## src/rtl/rtd_pkg.sv

```systemverilog
`default_nettype none

package rtd_pkg;
   localparam int          NCH            = 4;
   localparam int          NSAMP          = 32'h0000_0014;
   localparam int          CODE_W         = 15;
   // 2^20 / 20, rounded up; average = sum * recip >> shift
   localparam int          DIV_RECIP      = 32'h0000_CCCD;
   localparam int          DIV_SHIFT      = 20;
   // word indices; byte address is four times the index
   localparam logic [9:0]  IDX_STATUS     = 10'h000;
   localparam logic [9:0]  IDX_CH1        = 10'h001;
   localparam logic [9:0]  IDX_CFG        = 10'h010;
   localparam logic [3:0]  CFG_WORDS      = 4'hA;
   localparam logic [3:0]  CFG_CTRL       = 4'h1;
   localparam logic [3:0]  CFG_LIM1       = 4'h2;
   localparam logic [15:0] CTRL_RST       = 16'h0F00;
   localparam int          CONV_LSB       = 8;
   // spans and offsets in counts (tenths of a degree)
   localparam logic [15:0] PT_SPAN        = 16'h1D4C;
   localparam logic [15:0] NI_SPAN        = 16'h0DAC;
   localparam logic [15:0] RAW_MAX_F      = 16'h34BC;
   localparam logic [15:0] PT_OFS_C       = 16'h05DC;
   localparam logic [15:0] PT_OFS_F       = 16'h094C;
   localparam logic [15:0] NI_OFS_C       = 16'h01F4;
   localparam logic [15:0] NI_OFS_F       = 16'h0244;
   localparam logic [15:0] SC_MIN_C       = 16'hFA24;
   localparam logic [15:0] SC_MAX_C       = 16'h1770;
   // celsius to fahrenheit span: x * 9 / 5
   localparam logic [31:0] F_MUL          = 32'h0000_0009;
   localparam logic [31:0] F_RECIP        = 32'h0000_3334;
   localparam int          CLK_HZ         = 32'h0131_2D00;
   localparam int          BLINK_HALF_MS  = 32'h0000_01F4;
   localparam int          BLINK_HALF_CYC = CLK_HZ / 32'h0000_03E8
                                            * BLINK_HALF_MS;

   typedef struct packed {
      logic              brk;
      logic [CODE_W-1:0] code;
   } rtd_sample_t;

   typedef struct packed {
      logic scaled;
      logic fahrenheit;
      logic nickel;
      logic four_wire;
   } rtd_switch_t;
endpackage : rtd_pkg

`default_nettype wire

```

## src/rtl/rtd_readout.sv

```systemverilog
// The APB register port and the register addresses were left to the implementer.
`timescale 1ns/1ps
`default_nettype none

// What this block does
// - each channel takes twenty filtered samples per scan
// - one status word then four channel words are readable
// - status holds per-channel limit flags and wire-break flags
// - after reset all four channels convert
// - wire break sets the flag and holds the last good value
// - limits and conversion follow config; disabled channels are skipped
// - one switch setting serves all channels
// - switches off: 3-wire, platinum, celsius, raw; on: the others
// - platinum raw spans 0..7500 celsius, 0..13500 fahrenheit; nickel 0..3500, 0..6300
// - scaled words are signed tenths of a degree
// - platinum raw zero at -150 C, ten counts per degree
// - nickel raw zero at -50 C, 3500 at 300 C
// - configuration error blinks the activity indicator slowly
// - 15-bit conversion, ranges clipped per sensor type
// - status bits 0-7 limit pairs, bits 8-11 break flags
// - status bits 13:12 sensor type and wire count, 15:14 zero
// - each limit output on while its low or high flag is set
// - disabled channel keeps its last converted value
module rtd_readout #(
   parameter int BLINK_HALF_CYC = rtd_pkg::BLINK_HALF_CYC
)(
   // clock and reset
   input  wire logic                 pclk,
   input  wire logic                 presetn,
   // apb slave
   input  wire logic                 psel,
   input  wire logic                 penable,
   input  wire logic                 pwrite,
   input  wire logic [11:0]          paddr,
   input  wire logic [31:0]          pwdata,
   output logic [31:0]               prdata,
   output logic                      pready,
   output logic                      pslverr,
   // configuration switch pins
   input  wire logic                 wire_count_switch,
   input  wire logic                 sensor_type_switch,
   input  wire logic                 temp_scale_switch,
   input  wire logic                 data_format_switch,
   // analog front end
   output logic                      samp_req,
   output logic [1:0]                samp_ch,
   input  wire logic                 samp_valid,
   input  wire rtd_pkg::rtd_sample_t samp,
   // discrete outputs, bit 0 is limit_output_ch1
   output logic [3:0]                limit_output,
   output logic                      activity_indicator
);
   typedef enum logic [1:0] {S_PICK, S_WAIT, S_STORE} rtd_state_t;

   localparam int BL_W = $clog2(BLINK_HALF_CYC);

   function automatic logic below(input logic [15:0] a,
                                  input logic [15:0] b,
                                  input logic        sgn);
      below = sgn ? ($signed(a) < $signed(b)) : (a < b);
   endfunction : below

   logic [3:0]           sw_meta;
   logic [3:0]           sw_sync;
   logic [3:0]           sw_pins;
   rtd_pkg::rtd_switch_t sw;
   logic [15:0]          cfg_ctrl;
   logic [15:0]          cfg_lim [0:7];
   logic [15:0]          chan_word [0:3];
   logic [3:0]           lo_flag;
   logic [3:0]           hi_flag;
   logic [3:0]           brk_flag;
   logic [7:0]           lim_pairs;
   logic [15:0]          status_word;
   rtd_state_t           st;
   rtd_state_t           next_st;
   logic [1:0]           cur_ch;
   logic                 start_filter;
   logic                 filt_done;
   logic [14:0]          filt_avg;
   logic                 filt_brk;
   logic [3:0]           conv_en;
   logic [7:0]           lim_en;
   logic [3:0]           cfg_bad;
   logic                 cfg_err;
   logic [BL_W-1:0]      blink_cnt;
   logic                 blink_tick;

   // switch pins are asynchronous to pclk
   assign sw_pins = {data_format_switch, temp_scale_switch,
                     sensor_type_switch, wire_count_switch};
   always_ff @(posedge pclk or negedge presetn)
   begin
      if (!presetn)
      begin
         sw_meta <= 4'h0;
         sw_sync <= 4'h0;
      end
      else
      begin
         sw_meta <= sw_pins;
         sw_sync <= sw_meta;
      end
   end
   assign sw = rtd_pkg::rtd_switch_t'(sw_sync);

   // apb decode
   logic [9:0]  word_idx;
   logic [9:0]  ch_rel;
   logic [9:0]  cfg_rel;
   logic        is_status;
   logic        is_chan;
   logic        is_cfg;
   logic        legal;
   logic        setup;
   logic        apb_wr;
   logic [15:0] cfg_rd;
   logic [15:0] rd_word;
   logic [2:0]  lim_idx;

   assign word_idx  = paddr[11:2];
   assign ch_rel    = word_idx - rtd_pkg::IDX_CH1;
   assign cfg_rel   = word_idx - rtd_pkg::IDX_CFG;
   assign is_status = word_idx == rtd_pkg::IDX_STATUS;
   assign is_chan   = word_idx >= rtd_pkg::IDX_CH1 && ch_rel < 10'h004;
   assign is_cfg    = word_idx >= rtd_pkg::IDX_CFG
                      && cfg_rel < 10'(rtd_pkg::CFG_WORDS);
   assign legal     = pwrite ? is_cfg : (is_status | is_chan | is_cfg);
   assign setup     = psel & ~penable;
   assign apb_wr    = psel & penable & pready & pwrite & is_cfg;
   assign lim_idx   = 3'(cfg_rel[3:0] - rtd_pkg::CFG_LIM1);
   assign cfg_rd    = (cfg_rel[3:0] == rtd_pkg::CFG_CTRL) ? cfg_ctrl :
                      (cfg_rel[3:0] >= rtd_pkg::CFG_LIM1) ? cfg_lim[lim_idx]
                                                          : 16'h0000;
   assign rd_word   = is_status ? status_word :
                      is_chan   ? chan_word[ch_rel[1:0]] :
                      is_cfg    ? cfg_rd : 16'h0000;

   // one wait-free access phase; data fetched in the setup cycle
   always_ff @(posedge pclk or negedge presetn)
   begin
      if (!presetn)
      begin
         pready  <= 1'b0;
         pslverr <= 1'b0;
         prdata  <= 32'h0000_0000;
      end
      else
      begin
         pready  <= setup;
         pslverr <= setup & ~legal;
         if (setup)
            prdata <= (!pwrite && legal) ? {16'h0000, rd_word}
                                         : 32'h0000_0000;
      end
   end

   // configuration memory
   always_ff @(posedge pclk or negedge presetn)
   begin
      if (!presetn)
      begin
         cfg_ctrl <= rtd_pkg::CTRL_RST;
         for (int i = 0; i < 8; i++)
            cfg_lim[i] <= 16'h0000;
      end
      else if (apb_wr)
      begin
         if (cfg_rel[3:0] == rtd_pkg::CFG_CTRL)
            cfg_ctrl <= pwdata[15:0];
         else if (cfg_rel[3:0] >= rtd_pkg::CFG_LIM1)
            cfg_lim[lim_idx] <= pwdata[15:0];
      end
   end

   assign conv_en = cfg_ctrl[rtd_pkg::CONV_LSB +: 4];
   assign lim_en  = cfg_ctrl[7:0];

   // scan sequencer
   always_comb
   begin
      next_st      = st;
      start_filter = 1'b0;
      case (st)
         S_PICK:
            if (conv_en[cur_ch])
            begin
               start_filter = 1'b1;
               next_st      = S_WAIT;
            end
         S_WAIT:
            if (filt_done)
               next_st = S_STORE;
         S_STORE:
            next_st = S_PICK;
         default:
            next_st = S_PICK;
      endcase
   end

   always_ff @(posedge pclk or negedge presetn)
   begin
      if (!presetn)
      begin
         st     <= S_PICK;
         cur_ch <= 2'b00;
      end
      else
      begin
         st <= next_st;
         if (st == S_STORE || (st == S_PICK && !conv_en[cur_ch]))
            cur_ch <= cur_ch + 2'b01;
      end
   end

   rtd_filter #(
      .SAMPLES (rtd_pkg::NSAMP)
   ) u_filter (
      .clk        (pclk),
      .rst_n      (presetn),
      .start      (start_filter),
      .ch         (cur_ch),
      .done       (filt_done),
      .avg        (filt_avg),
      .brk        (filt_brk),
      .samp_req   (samp_req),
      .samp_ch    (samp_ch),
      .samp_valid (samp_valid),
      .samp       (samp)
   );

   // encoding of the filtered reading
   logic [15:0] span;
   logic [15:0] clamped;
   logic [31:0] f_prod;
   logic [15:0] raw;
   logic [15:0] offset;
   logic [15:0] next_word;

   assign span    = sw.nickel ? rtd_pkg::NI_SPAN : rtd_pkg::PT_SPAN;
   assign clamped = ({1'b0, filt_avg} > span) ? span
                                              : {1'b0, filt_avg};
   // 2^18 / 5 keeps the floor of x * 9 / 5 exact over the whole span
   assign f_prod  = 32'(clamped) * rtd_pkg::F_MUL
                    * 32'(rtd_pkg::DIV_RECIP);
   assign raw     = sw.fahrenheit ? {2'b00, f_prod[31:18]} : clamped;
   assign offset  = sw.nickel
                    ? (sw.fahrenheit ? rtd_pkg::NI_OFS_F : rtd_pkg::NI_OFS_C)
                    : (sw.fahrenheit ? rtd_pkg::PT_OFS_F
                                     : rtd_pkg::PT_OFS_C);
   assign next_word = sw.scaled ? raw - offset : raw;

   // per-channel words and flags
   genvar g;
   generate
      for (g = 0; g < rtd_pkg::NCH; g++)
      begin : g_ch
         logic        store_me;
         logic        skip_me;
         logic [15:0] eval;

         assign store_me = st == S_STORE && cur_ch == 2'(g);
         assign skip_me  = st == S_PICK && cur_ch == 2'(g) && !conv_en[g];
         assign eval     = filt_brk ? chan_word[g] : next_word;
         assign lim_pairs[2*g]   = lo_flag[g];
         assign lim_pairs[2*g+1] = hi_flag[g];
         assign cfg_bad[g] = lim_en[2*g] & lim_en[2*g+1]
                             & below(cfg_lim[2*g+1], cfg_lim[2*g],
                                     sw.scaled);

         always_ff @(posedge pclk or negedge presetn)
         begin
            if (!presetn)
            begin
               chan_word[g]    <= 16'h0000;
               brk_flag[g]     <= 1'b0;
               lo_flag[g]      <= 1'b0;
               hi_flag[g]      <= 1'b0;
               limit_output[g] <= 1'b0;
            end
            else
            begin
               limit_output[g] <= lo_flag[g] | hi_flag[g];
               if (store_me)
               begin
                  chan_word[g] <= eval;
                  brk_flag[g]  <= filt_brk;
                  lo_flag[g]   <= lim_en[2*g]
                                  & below(eval, cfg_lim[2*g], sw.scaled);
                  hi_flag[g]   <= lim_en[2*g+1]
                                  & below(cfg_lim[2*g+1], eval, sw.scaled);
               end
               else if (skip_me)
               begin
                  brk_flag[g] <= 1'b0;
                  lo_flag[g]  <= 1'b0;
                  hi_flag[g]  <= 1'b0;
               end
            end
         end
      end
   endgenerate

   assign status_word = {2'b00, sw.nickel, sw.four_wire,
                         brk_flag, lim_pairs};

   // slow blink on a contradictory limit pair
   assign cfg_err    = |cfg_bad;
   assign blink_tick = blink_cnt == BL_W'(BLINK_HALF_CYC - 1);
   always_ff @(posedge pclk or negedge presetn)
   begin
      if (!presetn)
      begin
         blink_cnt          <= '0;
         activity_indicator <= 1'b0;
      end
      else
      begin
         blink_cnt <= blink_tick ? '0 : blink_cnt + BL_W'(1);
         if (!cfg_err)
            activity_indicator <= 1'b1;
         else if (blink_tick)
            activity_indicator <= ~activity_indicator;
      end
   end

   // checks
   logic [4:0] req_cnt;
   logic       cfg_written;
   always_ff @(posedge pclk or negedge presetn)
   begin
      if (!presetn)
      begin
         req_cnt     <= 5'h00;
         cfg_written <= 1'b0;
      end
      else
      begin
         if (start_filter)
            req_cnt <= 5'h00;
         else if (samp_req)
            req_cnt <= req_cnt + 5'h01;
         if (apb_wr)
            cfg_written <= 1'b1;
      end
   end
endmodule : rtd_readout

`default_nettype wire

```

## src/rtl/rtd_filter.sv

```systemverilog
`timescale 1ns/1ps
`default_nettype none

module rtd_filter #(
   parameter int SAMPLES = rtd_pkg::NSAMP
)(
   // clock and reset
   input  wire logic                        clk,
   input  wire logic                        rst_n,
   // scan control
   input  wire logic                        start,
   input  wire logic [1:0]                  ch,
   output logic                             done,
   output logic [rtd_pkg::CODE_W-1:0]       avg,
   output logic                             brk,
   // front end
   output logic                             samp_req,
   output logic [1:0]                       samp_ch,
   input  wire logic                        samp_valid,
   input  wire rtd_pkg::rtd_sample_t        samp
);
   localparam int SUM_W = rtd_pkg::CODE_W + $clog2(SAMPLES);
   localparam int CNT_W = $clog2(SAMPLES);
   localparam int PRD_W = SUM_W + 16;

   logic             busy;
   logic             waiting;
   logic             brk_acc;
   logic [CNT_W-1:0] cnt;
   logic [SUM_W-1:0] sum;
   logic [SUM_W-1:0] next_sum;
   logic [PRD_W-1:0] prod;
   logic             last;

   assign next_sum = sum + SUM_W'(samp.code);
   assign prod     = PRD_W'(next_sum) * PRD_W'(rtd_pkg::DIV_RECIP);
   assign last     = cnt == CNT_W'(SAMPLES - 1);

   // one request per sample, answer taken only while waiting
   always_ff @(posedge clk or negedge rst_n)
   begin
      if (!rst_n)
      begin
         busy     <= 1'b0;
         waiting  <= 1'b0;
         brk_acc  <= 1'b0;
         cnt      <= '0;
         sum      <= '0;
         samp_req <= 1'b0;
         samp_ch  <= 2'b00;
         done     <= 1'b0;
         avg      <= '0;
         brk      <= 1'b0;
      end
      else
      begin
         samp_req <= 1'b0;
         done     <= 1'b0;
         if (start)
         begin
            busy    <= 1'b1;
            waiting <= 1'b0;
            brk_acc <= 1'b0;
            cnt     <= '0;
            sum     <= '0;
            samp_ch <= ch;
         end
         else if (busy && !waiting)
         begin
            samp_req <= 1'b1;
            waiting  <= 1'b1;
         end
         else if (busy && samp_valid)
         begin
            sum     <= next_sum;
            brk_acc <= brk_acc | samp.brk;
            cnt     <= cnt + CNT_W'(1);
            waiting <= 1'b0;
            if (last)
            begin
               busy <= 1'b0;
               done <= 1'b1;
               avg  <= prod[rtd_pkg::DIV_SHIFT +: rtd_pkg::CODE_W];
               brk  <= brk_acc | samp.brk;
            end
         end
      end
   end
endmodule : rtd_filter

`default_nettype wire

```

## config.mk

```make
export PLATFORM = sky130hd
export DESIGN_NAME = rtd_readout
export DESIGN_NICKNAME = d
export VERILOG_FILES = /design/src/rtl/rtd_pkg.sv /design/src/rtl/rtd_readout.sv /design/src/rtl/rtd_filter.sv
export SDC_FILE = /design/constraint.sdc
export NUM_CORES = 2
export LEC_CHECK = 0
export ABC_AREA = 0
export BUFFER_PORTS_ARGS = -buffer_cell sky130_fd_sc_hd__buf_2
export CAP_MARGIN = 20
export CORE_MARGIN = 2
export CORE_UTILIZATION = 55
export CTS_CLUSTER_DIAMETER = 120
export CTS_CLUSTER_SIZE = 10
export DETAILED_ROUTE_END_ITERATION = 8
export GPL_TIMING_DRIVEN = 0
export PLACE_DENSITY = 0.72
export SETUP_SLACK_MARGIN = 0.4
export SLEW_MARGIN = 25
export SYNTH_ARGS = -nofsm -noshare
export SYNTH_HDL_FRONTEND = slang
export SYNTH_SLANG_ARGS = --single-unit
```

## constraint.sdc

```tcl
create_clock -name pclk -period 18.2 [get_ports pclk]
set_clock_uncertainty 0.1 [all_clocks]
set_input_delay 0.91 -clock pclk [delete_from_list [all_inputs] [get_ports pclk]]
set_output_delay 0.91 -clock pclk [all_outputs]
set_load 0.005 [all_outputs]
```

# Yosys cells after proc, flatten, opt, wreduce, memory -nomap -nowiden
# Index checks and enable logic that the tools add are counted.
# totals
reg_bits	343
in_bits	70
out_inout_bits	42
wordCells	273
# op_classes
addsub	8
mul	3
magnitude_cmp	34
n_eq_ne	12
muxes	87
bitwise_logic	37
reduce_logical	44
# ops
operator	count
16-bit < comparator	24
16-bit two-way mux	16
128-bit bitwise mux	1
20-bit two-way mux	3
1-bit two-way mux	50
16-bit binary-select mux with 3-bit select	1
16-bit demux with 3-bit select	1
20-bit by 16-bit multiplier with 35-bit output (second input constant)	1
16-bit binary-select mux with 2-bit select	1
19-bit by 16-bit multiplier with 32-bit output (second input constant)	1
15-bit two-way mux	2
24-bit by 1-bit adder with 24-bit output (second input constant)	1
24-bit equality test (second input constant)	1
12-bit two-way mux	2
24-bit two-way mux	1
1-bit AND	22
20-bit by 15-bit adder with 20-bit output	1
1-bit logical AND	19
15-bit by 4-bit multiplier with 19-bit output (second input constant)	1
15-bit by 12-bit subtractor with 16-bit output	1
15-bit by 13-bit greater-than comparator with 1-bit output	1
5-bit two-way mux	3
13-bit two-way mux	1
2-bit nonzero test	6
37 further kinds	64

# Depth between registers and ports, before layout
# logic_depth
depth_word	13
depth_mapped	61

# Hierarchy
# A second synthesis with hierarchy kept.
# hier_totals
hier_cells	3369
hier_area_um2	33215.6
# modules_own_cells
mod	n_inst	cells_each	area_each_um2
rtd_readout	1	2481	24942.7
rtd_filter	1	888	8272.9

# Worst setup path after synthesis
# No wires, ideal clock.
# synth_timing
path_type	reg-to-reg
from	reg sw_sync[1] (netlist: sw[1])
to	reg lo_flag[1] (netlist: lim_pairs[2])
t_arrival_ns	12.934
required_ns	18.024
path_slack_ns	5.089
stages_incl_launch_ff	58
n_path_buf	0
synth_period_minus_slack_ns	13.111
cell_sequence	dfrtp_1 inv_1 ha_1 nand2_1 or4_1 mux2i_1 a21oi_1 nor2_1 inv_1 a21boi_0 inv_1 ha_1 a21o_1 a21oi_1 o21ai_0 a21oi_1 o21ai_0 a211o_1 (+22 left out) o21ai_0 nor2b_1 a21oi_1 and3_1 a2111oi_1 a211oi_2 o211a_1 ha_1 a21o_1 a21o_1 a21oi_1 nor2b_1 o21ai_0 nand2b_1 a21oi_1 a21oi_1 or4b_2 o21ai_1
# synth_between
elab_chain_len	13
# synth_lines
element	line_no	source
start: declaration	rtd_readout.sv:64	logic [3:0] sw_sync;
start signal: assignment	rtd_readout.sv:102	sw_sync <= sw_meta;
13-bit two-way mux	rtd_readout.sv:240	assign span = sw.nickel ? rtd_pkg::NI_SPAN : rtd_pkg::PT_SPAN;
15-bit by 13-bit greater-than comparator with 1-bit output	rtd_readout.sv:241	assign clamped = ({1'b0, filt_avg} > span) ? span
15-bit two-way mux	rtd_readout.sv:241	
15-bit by 4-bit multiplier with 19-bit output	rtd_readout.sv:244	assign f_prod = 32'(clamped) * rtd_pkg::F_MUL
19-bit by 16-bit multiplier with 32-bit output	rtd_readout.sv:245	* 32'(rtd_pkg::DIV_RECIP);
15-bit two-way mux	rtd_readout.sv:246	assign raw = sw.fahrenheit ? {2'b00, f_prod[31:18]} : clamped;
15-bit by 12-bit subtractor with 16-bit output	rtd_readout.sv:251	assign next_word = sw.scaled ? raw - offset : raw;
16-bit two-way mux (*)	rtd_readout.sv:251	
16-bit two-way mux (*)	rtd_readout.sv:264	assign eval = filt_brk ? chan_word[g] : next_word;
net g_ch[1].eval[9]	rtd_readout.sv:260	logic [15:0] eval;
16-bit < comparator	rtd_readout.sv:60	below = sgn ? ($signed(a) < $signed(b)) : (a < b);
1-bit two-way mux (*)	rtd_readout.sv:60	
1-bit AND (*)	rtd_readout.sv:289	& below(eval, cfg_lim[2*g], sw.scaled);
1-bit two-way mux (*)	rtd_readout.sv:284	if (store_me)
end signal: indexed assignment	rtd_readout.sv:288	lo_flag[g] <= lim_en[2*g]
end: declaration	rtd_readout.sv:70	logic [3:0] lo_flag;
# Mark *: on every way through the listed nets, which the timed path passes. The rest lies on a longest branch.
# A chain may end at the register's enable or synchronous reset.

# Final worst setup path
# Same ends and word-level chain as after synthesis.

==> out/qor.txt <==
Status - finished clean
Final Max Tran Viols - 0
FMAX - 63.7 MHz
Share of layout cells above drive strength 1 - 0.114
Initial DRC Count - 2297
Wirelength per Cell - 21.4 um
Async SR Flop Fraction - 1.00
RSZ-0062 raised after global routing - false
Final hold violation count - 0
Resize count post-CTS - 0
Distinct cells, synth - 79
Crit start category - flip-flop
HP Class - in2async
Setup TNS - 0 ps
CP max-delay cell - dfrtp_1
Most numerous cell in the Yosys netlist - ha_1
Clk sinks - 327
CTS H-tree lvls - 2
Worst EP required - 18600 ps
Core Area - 58000 um^2
Worst EP arrival - 16110 ps
WP buf/inv - 8
Top Family by Delay on Critical Path - compound AO/OA/AOI/OAI gates
Clk buf depth - 3
Worst setup EP type - flip-flop
Drt total wl - 89.8 mm
Post-DP HPWL - 73.4 mm
Initial antenna violation count - 3
Final Instance Area - 35100 um^2
Final Util - 0.605
FP Rows - 88
P&R area growth vs syn - 8.28%
Antenna diodes - 0
Largest net degree at the start of global routing - 91
Final GP Congestion - 0.978
Most frequent cells after synthesis - ha_1 (509), inv_1 (438), dfrtp_1 (323)
DRT Pass-1 Iters - 7
Largest family of logic cells by synthesized area - adder cells
Synth warn - 0
Multiplexer area fraction after synthesis - 0.101
Fin nets - 4197
Count of state elements after synthesis - 327
Post-DR vias/cell - 5.96
Cell mode on critical path - a21oi_1
Clk_lat worst skew - 580 ps
Placed cell count - 4135
Post-synth EDFFs - 0
Post-synth top flop - dfrtp_1
Top cells by area, synth - dfrtp_1 (25%), ha_1 (20%), fa_1 (13%)
Post-Synth Simple-Gate Area - 0.0989
CTS tree - yes
TritonCTS buffer count - 39
GRT Overall Usage - 0.302
Crit path from - sw[1]$_DFF_PN0_
Kind of critical path - reg2reg
Chip height - 247 um
Via count - 25.0k
Adder-cell share of the synthesized area - 0.324
Ports - 112
Port Buffer Count - 77
Critical Path Max Stage Delay - 650 ps
Cells after Synth - 3261
RR Startpoint - sw[1]$_DFF_PN0_
Die area - 60900 um^2
Slew @ Worst Pin - 958 ps
Worst hold slack - 70.3 ps
Vias in the first global route - 24.9k
Root buffer cell - clkbuf_16
Share of the synthesized area in the top cell type - 0.249
Synth Area in Compound Gates - 0.129
Count of hold-fix buffers inserted at cts - 0
Post-Synth XOR/XNOR Area - 0.0281
Synthesized area - 32400 um^2
Worst-path clk slew - 60 ps
Relative max-transition margin - 0.357
Avg Inst Size Synth - 9.94 um^2
Synth area leader - dfrtp_1
Worst vdd ir - 0.000140 V
Initial Util - 0.558
Final worst path period share - 0.863
Gr ovfl total - 0
Register area share after synthesis - 0.253
Leak - 18.4 nW
First-pass GRT wire length - 141 mm
Non-filler cells, final - 4194
Setup violators final - 0
Pwr dens - 79.2 nW/um^2
Max FO, Critical Path - 10
Number of max-cap violations - 0
DRC violations left - 0
Final min period - 15710 ps
Placed Area - 34000 um^2
# Post-CTS Setup Buffers - 0
Antenna Nets Post-Route - 0
Die width - 247 um
-- worst register-to-register path, delay by kind of cell (launching register included) --
family,cells,cell delay (ps)
mux,1,270
flops,1,650
compound gates,28,6330
buf+inv,8,910
simple gates,10,2680
fa+ha+maj,11,4290
xor+xnor,1,450
-- cell usage in the layout, fill, tap and decap left out, drive strengths merged, types with 46 or more instances in the layout --
| master | synthesis | routed |
|---|---|---|
| ha | 509 | 509 |
| o21ai | 182 | 182 |
| nand2 | 248 | 248 |
| mux4 | 49 | 49 |
| clkbuf | 82 | 140 |
| inv | 439 | 442 |
| nor2 | 144 | 144 |
| a21o | 88 | 88 |
| fa | 207 | 207 |
| mux2 | 165 | 165 |
| buf | 32 | 111 |
| a21oi | 143 | 143 |
| xor2 | 46 | 46 |
| dfrtp | 323 | 323 |
| xnor2 | 58 | 58 |
-- cell type report --
type / count / area, um^2
well taps: 765 / 957
clock buffers: 55 / 1050
multi-input cells: 2407 / 22200
repair buffers: 82 / 513
fillers: 4892 / 22900
flip-flops and latches: 327 / 8190
plain buffers: 114 / 505
inverters: 440 / 1650
clock inverters: 4 / 42.5
-- final timing paths --
path,cells past startpoint,slack (ps),end
worst min-delay path,1,70,pready$_DFF_PN0_
min in group pclk,0,250,sw[1]$_DFF_PN0_
max in group asynchronous,3,16750,cfg_ctrl[9]$_DFFE_PN1P_
worst max register to register,59,2490,lim_pairs[2]$_DFFE_PN0P_
worst max-delay path,59,2490,lim_pairs[2]$_DFFE_PN0P_
worst min register to register,0,250,sw[1]$_DFF_PN0_
-- routing by layer --
metal / track usage / part of all wire / vias to the layer above
met5: 0 / 0.00043 / -
met4: 0.111 / 0.041 / 6
met3: 0.0597 / 0.082 / 209
met2: 0.465 / 0.44 / 977
met1: 0.422 / 0.43 / 12100
li1: - / - / 11700
-- metrics by stage --
| step | total power, mW | setup slack [ps] |
|---|---|---|
| 2_1_floorplan | 1.71 | 5090 |
| 3_3_place_gp | 2.04 | 2760 |
| 3_5_place_dp | 2.07 | 2740 |
| 4_1_cts | 2.79 | 2640 |
| 5_1_grt | 3.00 | 1340 |
| 6_report | 2.78 | 2490 |
-- report_power, final --
group          switching, mW  leakage [nW]  total, mW  internal, mW
Clock                  0.318         0.528      0.716         0.398
Sequential           0.00625          4.21      0.739         0.733
Combinational          0.785          13.6       1.32         0.537
Total                   1.11          18.4       2.78          1.67
-- flip-flops by register name (all words and copies together) (netlist names), 5 cells and up --
name	flops
blink_cnt	24
cfg_ctrl	16
cfg_lim	128
chan_word	64
prdata	16
u_filter.avg	15
u_filter.cnt	5
u_filter.sum	20
-- logic make-up after synthesis --
kind of cell / after synthesis
multiplexers: 244
AO/OA/AOI/OAI: 645
buffers and inverters: 554
flip-flops: 327
other: 2
adder cells (fa/ha/maj): 716
XOR/XNOR: 104
AND/OR/NAND/NOR: 669
Note: power is estimated with default switching activity, not from simulation.
